<file path="config.mk">
export PLATFORM = sky130hd
export DESIGN_NAME = floppy_output_config_bits
export DESIGN_NICKNAME = d
export VERILOG_FILES = /design/src/floppy_output_pkg.sv /design/src/floppy_output_config_bits.sv
export VERILOG_INCLUDE_DIRS = /design/src /design/src/src
export SDC_FILE = /design/constraint.sdc
export NUM_CORES = 1
export LEC_CHECK = 0
export BUFFER_PORTS_ARGS = -buffer_cell sky130_fd_sc_hd__buf_2
export CELL_PAD_IN_SITES_DETAIL_PLACEMENT = 0
export CELL_PAD_IN_SITES_GLOBAL_PLACEMENT = 2
export CORE_AREA = 2 2 79 81
export DETAILED_ROUTE_END_ITERATION = 12
export DIE_AREA = 0 0 81 83
export PLACE_DENSITY_LB_ADDON = 0.12
export SLEW_MARGIN = 20
export SYNTH_ARGS = -nofsm -noshare
export SYNTH_HDL_FRONTEND = slang
export SYNTH_SLANG_ARGS = --single-unit
</file>
<file path="constraint.sdc">
create_clock -name clock_in -period 1.97 [get_ports clock_in]
set_input_delay 0.394 -clock clock_in [delete_from_list [all_inputs] [get_ports clock_in]]
set_output_delay 0.394 -clock clock_in [all_outputs]
set_load 0.1 [all_outputs]
</file>
<file path="src/floppy_output_params.svh">
// Purpose: register offsets, field positions and reset values for the floppy output config bits
// Assumes: 8-bit register port
// Notes:   definitions only
`ifndef FLOPPY_OUTPUT_PARAMS_SVH
`define FLOPPY_OUTPUT_PARAMS_SVH

`define MODE_REG_ADDR      8'hF0
`define OPTION_REG_ADDR    8'hF1
`define MODE_RESERVED_BIT  5
`define MODE_TYPE_BIT      6
`define MODE_TRISTATE_BIT  7
`define OPTION_DENS_LSB    2
`define OPTION_DENS_MSB    3
`define MODE_RESET_VALUE   8'h00
`define OPTION_RESET_VALUE 8'h00
`define MODE_READ_MASK     8'hC0
`define OPTION_READ_MASK   8'h0C

`endif

</file>
<file path="src/floppy_output_pkg.sv">
// Purpose: types shared by the floppy output config bits
// Assumes: nothing
// Notes:   density codes as software writes them
package floppy_output_pkg;

    typedef enum logic [1:0] {
        DENS_NORMAL      = 2'h0,
        DENS_NORMAL_USER = 2'h1,
        DENS_FORCE_HIGH  = 2'h2,
        DENS_FORCE_LOW   = 2'h3
    } density_sel_t;

endpackage

</file>
<file path="src/floppy_output_config_bits.sv">
// Purpose: mode/option bits steering the floppy controller's pin drivers
// Assumes: core levels arrive on clock_in; pins resolved outside
// Notes:   every output registered, so pins follow their causes by one cycle
//
// Behaviour
// RULE1: type bit 6 low gives open-drain drivers, high gives push-pull; open-drain default.
// RULE2: control bit 7 high tri-states floppy outputs; low keeps them driven, the default.
// RULE3: bits 6 and 7 leave the parallel port floppy pins untouched.
// RULE4: software keeps mode bit 5 at zero; it is reserved.
// RULE5: density codes 00/01 normal, 10 forces high, 11 forces low.
// RULE6: software writes zero to option bits 1 to 0.
// RULE7: option register at 0xF1 is read/write and resets to 0x00.
//
// The strobed register port was decided locally.
`include "floppy_output_params.svh"

module floppy_output_config_bits #(
    parameter int CTL_WIDTH = 8,
    parameter int PP_WIDTH  = 8
) (
    input  wire logic                 clock_in,
    input  wire logic                 nrst_in,
    input  wire logic                 enable_in,
    input  wire logic [7:0]           addr_in,
    input  wire logic [7:0]           wdata_in,
    input  wire logic                 wr_in,
    input  wire logic                 rd_in,
    output logic      [7:0]           rdata_out,
    input  wire logic [CTL_WIDTH-1:0] ctl_level_in,
    input  wire logic                 density_in,
    input  wire logic [PP_WIDTH-1:0]  pp_level_in,
    input  wire logic [PP_WIDTH-1:0]  pp_oe_in,
    output logic      [CTL_WIDTH-1:0] pin_out,
    output logic      [CTL_WIDTH-1:0] pin_oe_out,
    output logic                      density_pin_out,
    output logic                      density_oe_out,
    output logic      [PP_WIDTH-1:0]  pp_pin_out,
    output logic      [PP_WIDTH-1:0]  pp_oe_out
);

    logic [7:0]                    mode_reg;
    logic [7:0]                    option_reg;
    logic                          push_pull;
    logic                          tristate;
    floppy_output_pkg::density_sel_t density_sel;
    logic                          density_next;

    assign push_pull   = mode_reg[`MODE_TYPE_BIT];
    assign tristate    = mode_reg[`MODE_TRISTATE_BIT];
    assign density_sel = floppy_output_pkg::density_sel_t'(option_reg[`OPTION_DENS_MSB:`OPTION_DENS_LSB]);

    // open-drain drives low only, so a high level means release
    function automatic logic [1:0] drive(input logic level, input logic pp, input logic off);
        if (off) begin
            drive = 2'h0;
        end else if (pp) begin
            drive = {level, 1'b1};
        end else begin
            drive = {1'b0, ~level};
        end
    endfunction

    // reserved bits are not stored so they always read zero
    always_ff @(posedge clock_in or negedge nrst_in) begin
        if (!nrst_in) begin
            mode_reg <= `MODE_RESET_VALUE;
        end else if (enable_in && wr_in && addr_in == `MODE_REG_ADDR) begin
            mode_reg <= wdata_in & `MODE_READ_MASK; // RULE4
        end
    end

    always_ff @(posedge clock_in or negedge nrst_in) begin
        if (!nrst_in) begin
            option_reg <= `OPTION_RESET_VALUE; // RULE7
        end else if (enable_in && wr_in && addr_in == `OPTION_REG_ADDR) begin
            option_reg <= wdata_in & `OPTION_READ_MASK; // RULE7 RULE6
        end
    end

    // read data stands until the next enabled cycle; unmapped and idle read zero
    always_ff @(posedge clock_in or negedge nrst_in) begin
        if (!nrst_in) begin
            rdata_out <= 8'h00;
        end else if (enable_in) begin
            if (rd_in && addr_in == `MODE_REG_ADDR) begin
                rdata_out <= mode_reg;
            end else if (rd_in && addr_in == `OPTION_REG_ADDR) begin
                rdata_out <= option_reg; // RULE7
            end else begin
                rdata_out <= 8'h00;
            end
        end
    end

    always_comb begin
        case (density_sel)
            floppy_output_pkg::DENS_FORCE_HIGH: density_next = 1'b1; // RULE5
            floppy_output_pkg::DENS_FORCE_LOW:  density_next = 1'b0; // RULE5
            default:                            density_next = density_in; // RULE5
        endcase
    end

    // reset leaves every floppy pin released
    generate
        for (genvar i = 0; i < CTL_WIDTH; i++) begin : g_pin
            always_ff @(posedge clock_in or negedge nrst_in) begin
                if (!nrst_in) begin
                    pin_out[i]    <= 1'b0;
                    pin_oe_out[i] <= 1'b0;
                end else if (enable_in) begin
                    {pin_out[i], pin_oe_out[i]} <= drive(ctl_level_in[i], push_pull, tristate); // RULE1 RULE2
                end
            end
        end
    endgenerate

    always_ff @(posedge clock_in or negedge nrst_in) begin
        if (!nrst_in) begin
            density_pin_out <= 1'b0;
            density_oe_out  <= 1'b0;
        end else if (enable_in) begin
            {density_pin_out, density_oe_out} <= drive(density_next, push_pull, tristate); // RULE1 RULE2
        end
    end

    // parallel port pins keep their own enables, mode bits not consulted
    always_ff @(posedge clock_in or negedge nrst_in) begin
        if (!nrst_in) begin
            pp_pin_out <= '0;
            pp_oe_out  <= '0;
        end else if (enable_in) begin
            pp_pin_out <= pp_level_in; // RULE3
            pp_oe_out  <= pp_oe_in; // RULE3
        end
    end

    // level a pulled-up line shows
    logic density_line;
    assign density_line = density_oe_out ? density_pin_out : 1'b1;
endmodule

</file>
==> results.toml, run 1 <==
[floorplanning]
die_h_um = 83
start_util_pct = 29.5
io_pins = 88
die_w_um = 81
fp.coreArea_um2 = 5820
rows = 28
dieArea_um2 = 6720

[routing]
wl_um = 4050
antenna_left = 0
vias_per_cell = 4.70
drcViolationCount = 0
first_iter_violations = 28
num_vias = 1310
routedWlPerCell_um = 14.5
drtPass1Iterations = 4

[setup_path]
cp.arrival_ps = 1080
crit_buf_inv = 1
cp_top_family = "buffers and inverters"
cp.required_ps = 1580
critPathCaptureType = "output pin"
cp_cell_sequence = "buf_2"
cp_max_fo = 2
crit_path_start_kind = "flip-flop"
slowest_delay_ps = 430
cp_slowest_cell = "buf_2"
critPathKind = "flip-flop to output pin"

[sta]
fmax_ghz = 0.677
timing.final.ws_setup_ps = 494
hold_viol_final = 0
fin_skew_ps = 10.6
tightestPinTransition_ps = 513
fin_crit_sh_pct = 74.9
tns_ps = 0
slew_violations = 0
final-setup-viol-count = 0
rsz0062_at_grt = "no"
slew_headroom_pct = 65.8
min_period_ps = 1480

[synthesis]
syn_area_per_cell_um2 = 14.2
yosysUniqueCellTypes = 25
netlist_instances = 121
synth-seq-cells = 42
seq_area_frac_synth_pct = 61.3
yosysWarnings = 0
syn-cell-area_um2 = 1720

[clocking]
max-clock-path-buffers = 2
cts_tree = "yes"
cts_hold_buffers = 0
clk_pin_slew_ps = 80
cts_htree_levels = 2
clock_sinks = 42
cts_resized = 0
postCtsSetupRepairBufs = 0
worstSkewPairLatency_ps = 290
cts_buffers = 5
root_buffer = "clkbuf_8"

[grt]
grt_usage_pct = 12.9
grt-ovfl-total = 0
grt_pass1_wl_um = 6710
grt_max_degree = 24
grt_pass1_vias = 1381
antenna_found_initial = 0

[placement]
gp_congestion = 0.651
place_hpwl_um = 3180
dp_slack_ps = 420
place.port_buffers = 79

[power]
powerDensity_nw_per_um2 = 947
p_leak_nw = 1.17
peakVddDrop_mv = 0.421
power_w = 0.00215

[layout]
fillers = 607
layout_commonest_cell = "buf_2"
layout_common_cells = "buf_2, dfrtp_1, mux2_2"
post-route-util_pct = 39.0
diodes = 0
area_growth_syn_to_layout_pct = 32.4
layout.nets = 249
drive_above_1_share_pct = 54.9

[run_status]
status = "finished clean"

[worst_hold_path]
hold_class = "input port to asynchronous set/reset pin"

[flow_run]
maxCapViolations = 0
==> metrics by stage <==
step | cells | hold slack (ps) | area (um^2)
after floorplan | 124 | 98.4 | 1730
after global placement | 271 | 395 | 2180
after detailed placement | 271 | 401 | 2180
after CTS | 279 | 77.5 | 2270
after global routing | 279 | 92.1 | 2270
final | 279 | 68.0 | 2270
==> cells by family after synthesis <==
kind of cell / share of synthesized area [%]
buffers and inverters: 4.08
other: 0.219
flip-flops: 61.3
AND/OR/NAND/NOR: 6.05
AO/OA/AOI/OAI: 14.8
multiplexers: 13.6
==> synthesized netlist by cell type <==
cell type,number,share of area (%)
nand2_1,3,0.66
a211oi_1,9,3.9
nand3_1,3,0.88
clkbuf_1,2,0.44
buf_4,6,2.6
inv_2,1,0.22
nor3_4,2,1.9
inv_1,1,0.22
a21oi_1,1,0.29
conb_1,1,0.22
o2bb2ai_1,4,2.0
mux2_1,2,1.3
nand4_1,1,0.36
nor2_1,1,0.22
mux2_2,16,11
buf_2,2,0.58
mux2_4,2,1.8
o31ai_1,1,0.44
dfrtp_1,42,61
and4_1,1,0.51
and2_0,1,0.36
a21o_1,8,3.5
and4b_4,1,0.80
a22o_1,9,4.6
nor2b_1,1,0.36
==> final cells by class <==
| cell class | count | area (um^2) | share of cell area [%] |
|---|---|---|---|
| multi-input combinational | 70 | 606 | 26.7 |
| tap | 75 | 93.8 | 4.13 |
| clock buffer | 6 | 82.6 | 3.64 |
| clock inverter | 2 | 12.5 | 0.551 |
| inverter | 2 | 7.51 | 0.331 |
| timing repair buffer | 82 | 418 | 18.4 |
| sequential | 42 | 1050 | 46.3 |
==> final timing paths <==
check	startpoint	to	slack, ps	cells after the start
max reg2reg	mode_reg[7]	pin_out[6]	680	2
min in group clock_in	wdata_in[2]	option_reg[2]	330	2
min reg2reg	pin_oe_out[5]	pin_oe_out[5]	480	1
max in group asynchronous	nrst_in	rdata_out[6]	1240	2
max	pin_out[0]	pin_out[0]	490	1
min	nrst_in	pin_oe_out[0]	70	1
==> per-layer routing <==
metal	global-route usage, %	wire length (um)
met5	0	0
met4	3.24	48
met3	4.46	373
met1	14.7	1530
met2	22.7	2100
==> report_power, final <==
group	internal [W]	switching, W
Sequential	0.000916	0.0000288
Clock	0.000282	0.000284
Combinational	0.000119	0.000522
(Power assumes the default switching activity.)
==> run 2, diff against run 1 <==
--- a/config.mk
+++ b/config.mk
@@ -9,9 +9,9 @@
 export BUFFER_PORTS_ARGS = -buffer_cell sky130_fd_sc_hd__buf_2
 export CELL_PAD_IN_SITES_DETAIL_PLACEMENT = 0
 export CELL_PAD_IN_SITES_GLOBAL_PLACEMENT = 2
-export CORE_AREA = 2 2 79 81
+export CORE_AREA = 2 2 83 85
 export DETAILED_ROUTE_END_ITERATION = 12
-export DIE_AREA = 0 0 81 83
+export DIE_AREA = 0 0 85 87
 export PLACE_DENSITY_LB_ADDON = 0.12
 export SLEW_MARGIN = 20
 export SYNTH_ARGS = -nofsm -noshare
==> constraint.sdc (replaced) <==
create_clock -name clock_in -period 1.4 [get_ports clock_in]
set_input_delay 0.28 -clock clock_in [delete_from_list [all_inputs] [get_ports clock_in]]
set_output_delay 0.28 -clock clock_in [all_outputs]
set_load 0.1 [all_outputs]
==> results.toml, run 2 (same netlist as run 1, synthesis figures left out) <==
[grt]
grt_pass1_vias = 1446
grt_pass1_wl_um = 6980
grt_max_degree = 27
grt-ovfl-total = 0
antenna_found_initial = 0
grt_usage_pct = 12.1

[sta]
slew_violations = 0
fmax_ghz = 0.738
fin_crit_sh_pct = 96.7
fin_skew_ps = 4.46
min_period_ps = 1350
rsz0062_at_grt = "no"
timing.final.ws_setup_ps = 45.6
hold_viol_final = 0
final-setup-viol-count = 0
tns_ps = 0

[setup_path]
cp_cell_sequence = "buf_2"
timing.rr.end = "pin_out[7]"
cp_max_fo = 2
crit_buf_inv = 1
cp.required_ps = 1120
slowest_delay_ps = 430
critPathCaptureType = "output pin"
cp.arrival_ps = 1070
cp_slowest_cell = "buf_2"
critPathKind = "flip-flop to output pin"
r2r-start = "mode_reg[6]"
r2r_cells = 3
crit_path_start_kind = "flip-flop"
rrSetupSlack_ps = 140
cp_top_family = "buffers and inverters"

[floorplanning]
die_h_um = 87
dieArea_um2 = 7400
io_pins = 88
rows = 30
die_w_um = 85
fp.coreArea_um2 = 6570
start_util_pct = 26.1

[routing]
antenna_left = 0
drtPass1Iterations = 4
vias_per_cell = 4.57
first_iter_violations = 41
wl_um = 4240
drcViolationCount = 0
routedWlPerCell_um = 14.7
num_vias = 1321

[worst_hold_path]
hold_class = "input port to flip-flop"
hold_path.startpoint = "wdata_in[3]"
min_to = "option_reg[3]"
holdPathStages = 2

[placement]
place.port_buffers = 79
placedCellCount = 280
gp_congestion = 0.736
place_hpwl_um = 3250
dp_slack_ps = 85.9

[clocking]
clock_sinks = 42
root_buffer = "clkbuf_8"
postCtsSetupRepairBufs = 0
cts_buffers = 5
cts_tree = "yes"
max-clock-path-buffers = 2
worstSkewPairLatency_ps = 290
clk_pin_slew_ps = 80
cts_htree_levels = 2

[layout]
fillers = 665
drive_above_1_share_pct = 55.5
layout_common_cells = "buf_2, dfrtp_1, clkbuf_4"
area_growth_syn_to_layout_pct = 42.3
final_cells = 289
diodes = 0
layout_commonest_cell = "buf_2"
layout.nets = 254

[flow_run]
maxCapViolations = 0

[power]
p_leak_nw = 1.22
peakVddDrop_mv = 0.650
powerDensity_nw_per_um2 = 1320

[run_status]
status = "finished clean"
run 2: cell count changes in the layout (fill, tap and decap cells not counted), sizes merged:
cell,delta
clkinv,+1
buf,-17
bufinv,+1
dlygate4sd3,+1
clkbuf,+20
clkinvlp,-1
run 2: repair_timing:
item | CTS | global route
endpoints found under the hold margin | 16 | 0
hold buffers | 1 | 0
endpoints found under the setup margin | 0 | 21
resized for setup | 0 | 21
run 2: final cells by class:
cell class	count	area [um^2]	area share [%]
Timing Repair Buffer	87	568	23.3
Inverter	2	7.51	0.308
Sequential cell	42	1050	43.1
Tap cell	80	100	4.10
Clock buffer	5	68.8	2.82
Multi-Input combinational cell	70	606	24.8
Clock inverter	3	40.0	1.64
run 2: worst max path at each step:
stage,to,start,slack (ps),cells past startpoint
after floorplan,pp_oe_out[0],pp_oe_out[0],140,1
after detailed placement,mode_reg[6],addr_in[1],90,4
final,pp_pin_out[0],pp_pin_out[0],50,1
after global routing,pp_oe_out[0],pp_oe_out[0],2,1
after CTS,rdata_out[2],rdata_out[2],6,1
after global placement,mode_reg[7],addr_in[1],110,4
run 2: power by group:
group          internal (W)  switching [W]
sequential          0.00129      0.0000450
combinational      0.000204       0.000741
clock              0.000525       0.000414
run 2: worst register-to-register path: stages (launching register included):
cell and delay (ps):
dfrtp_1 430, inv_2 150, nor3_4 430, a22o_1 200
run 2: through the flow:
step | total power, W | hold WS (ps) | utilization, % | area (um^2)
final | 0.00322 | 200 | 37.2 | 2440
after global routing | 0.00337 | 187 | 37.2 | 2440
after CTS | 0.00326 | 191 | 36.4 | 2390
after detailed placement | 0.00229 | 243 | 34.6 | 2270
after global placement | 0.00228 | 239 | 34.6 | 2270
after floorplan | 0.00207 | -15.6 | - | 1730
run 2: layer usage:
metal / share of wire, % / track usage (%)
met1: 40 / 14.1
met3: 7.7 / 4.64
met2: 52 / 20.8
met5: 0 / 0
met4: 0.57 / 3.90
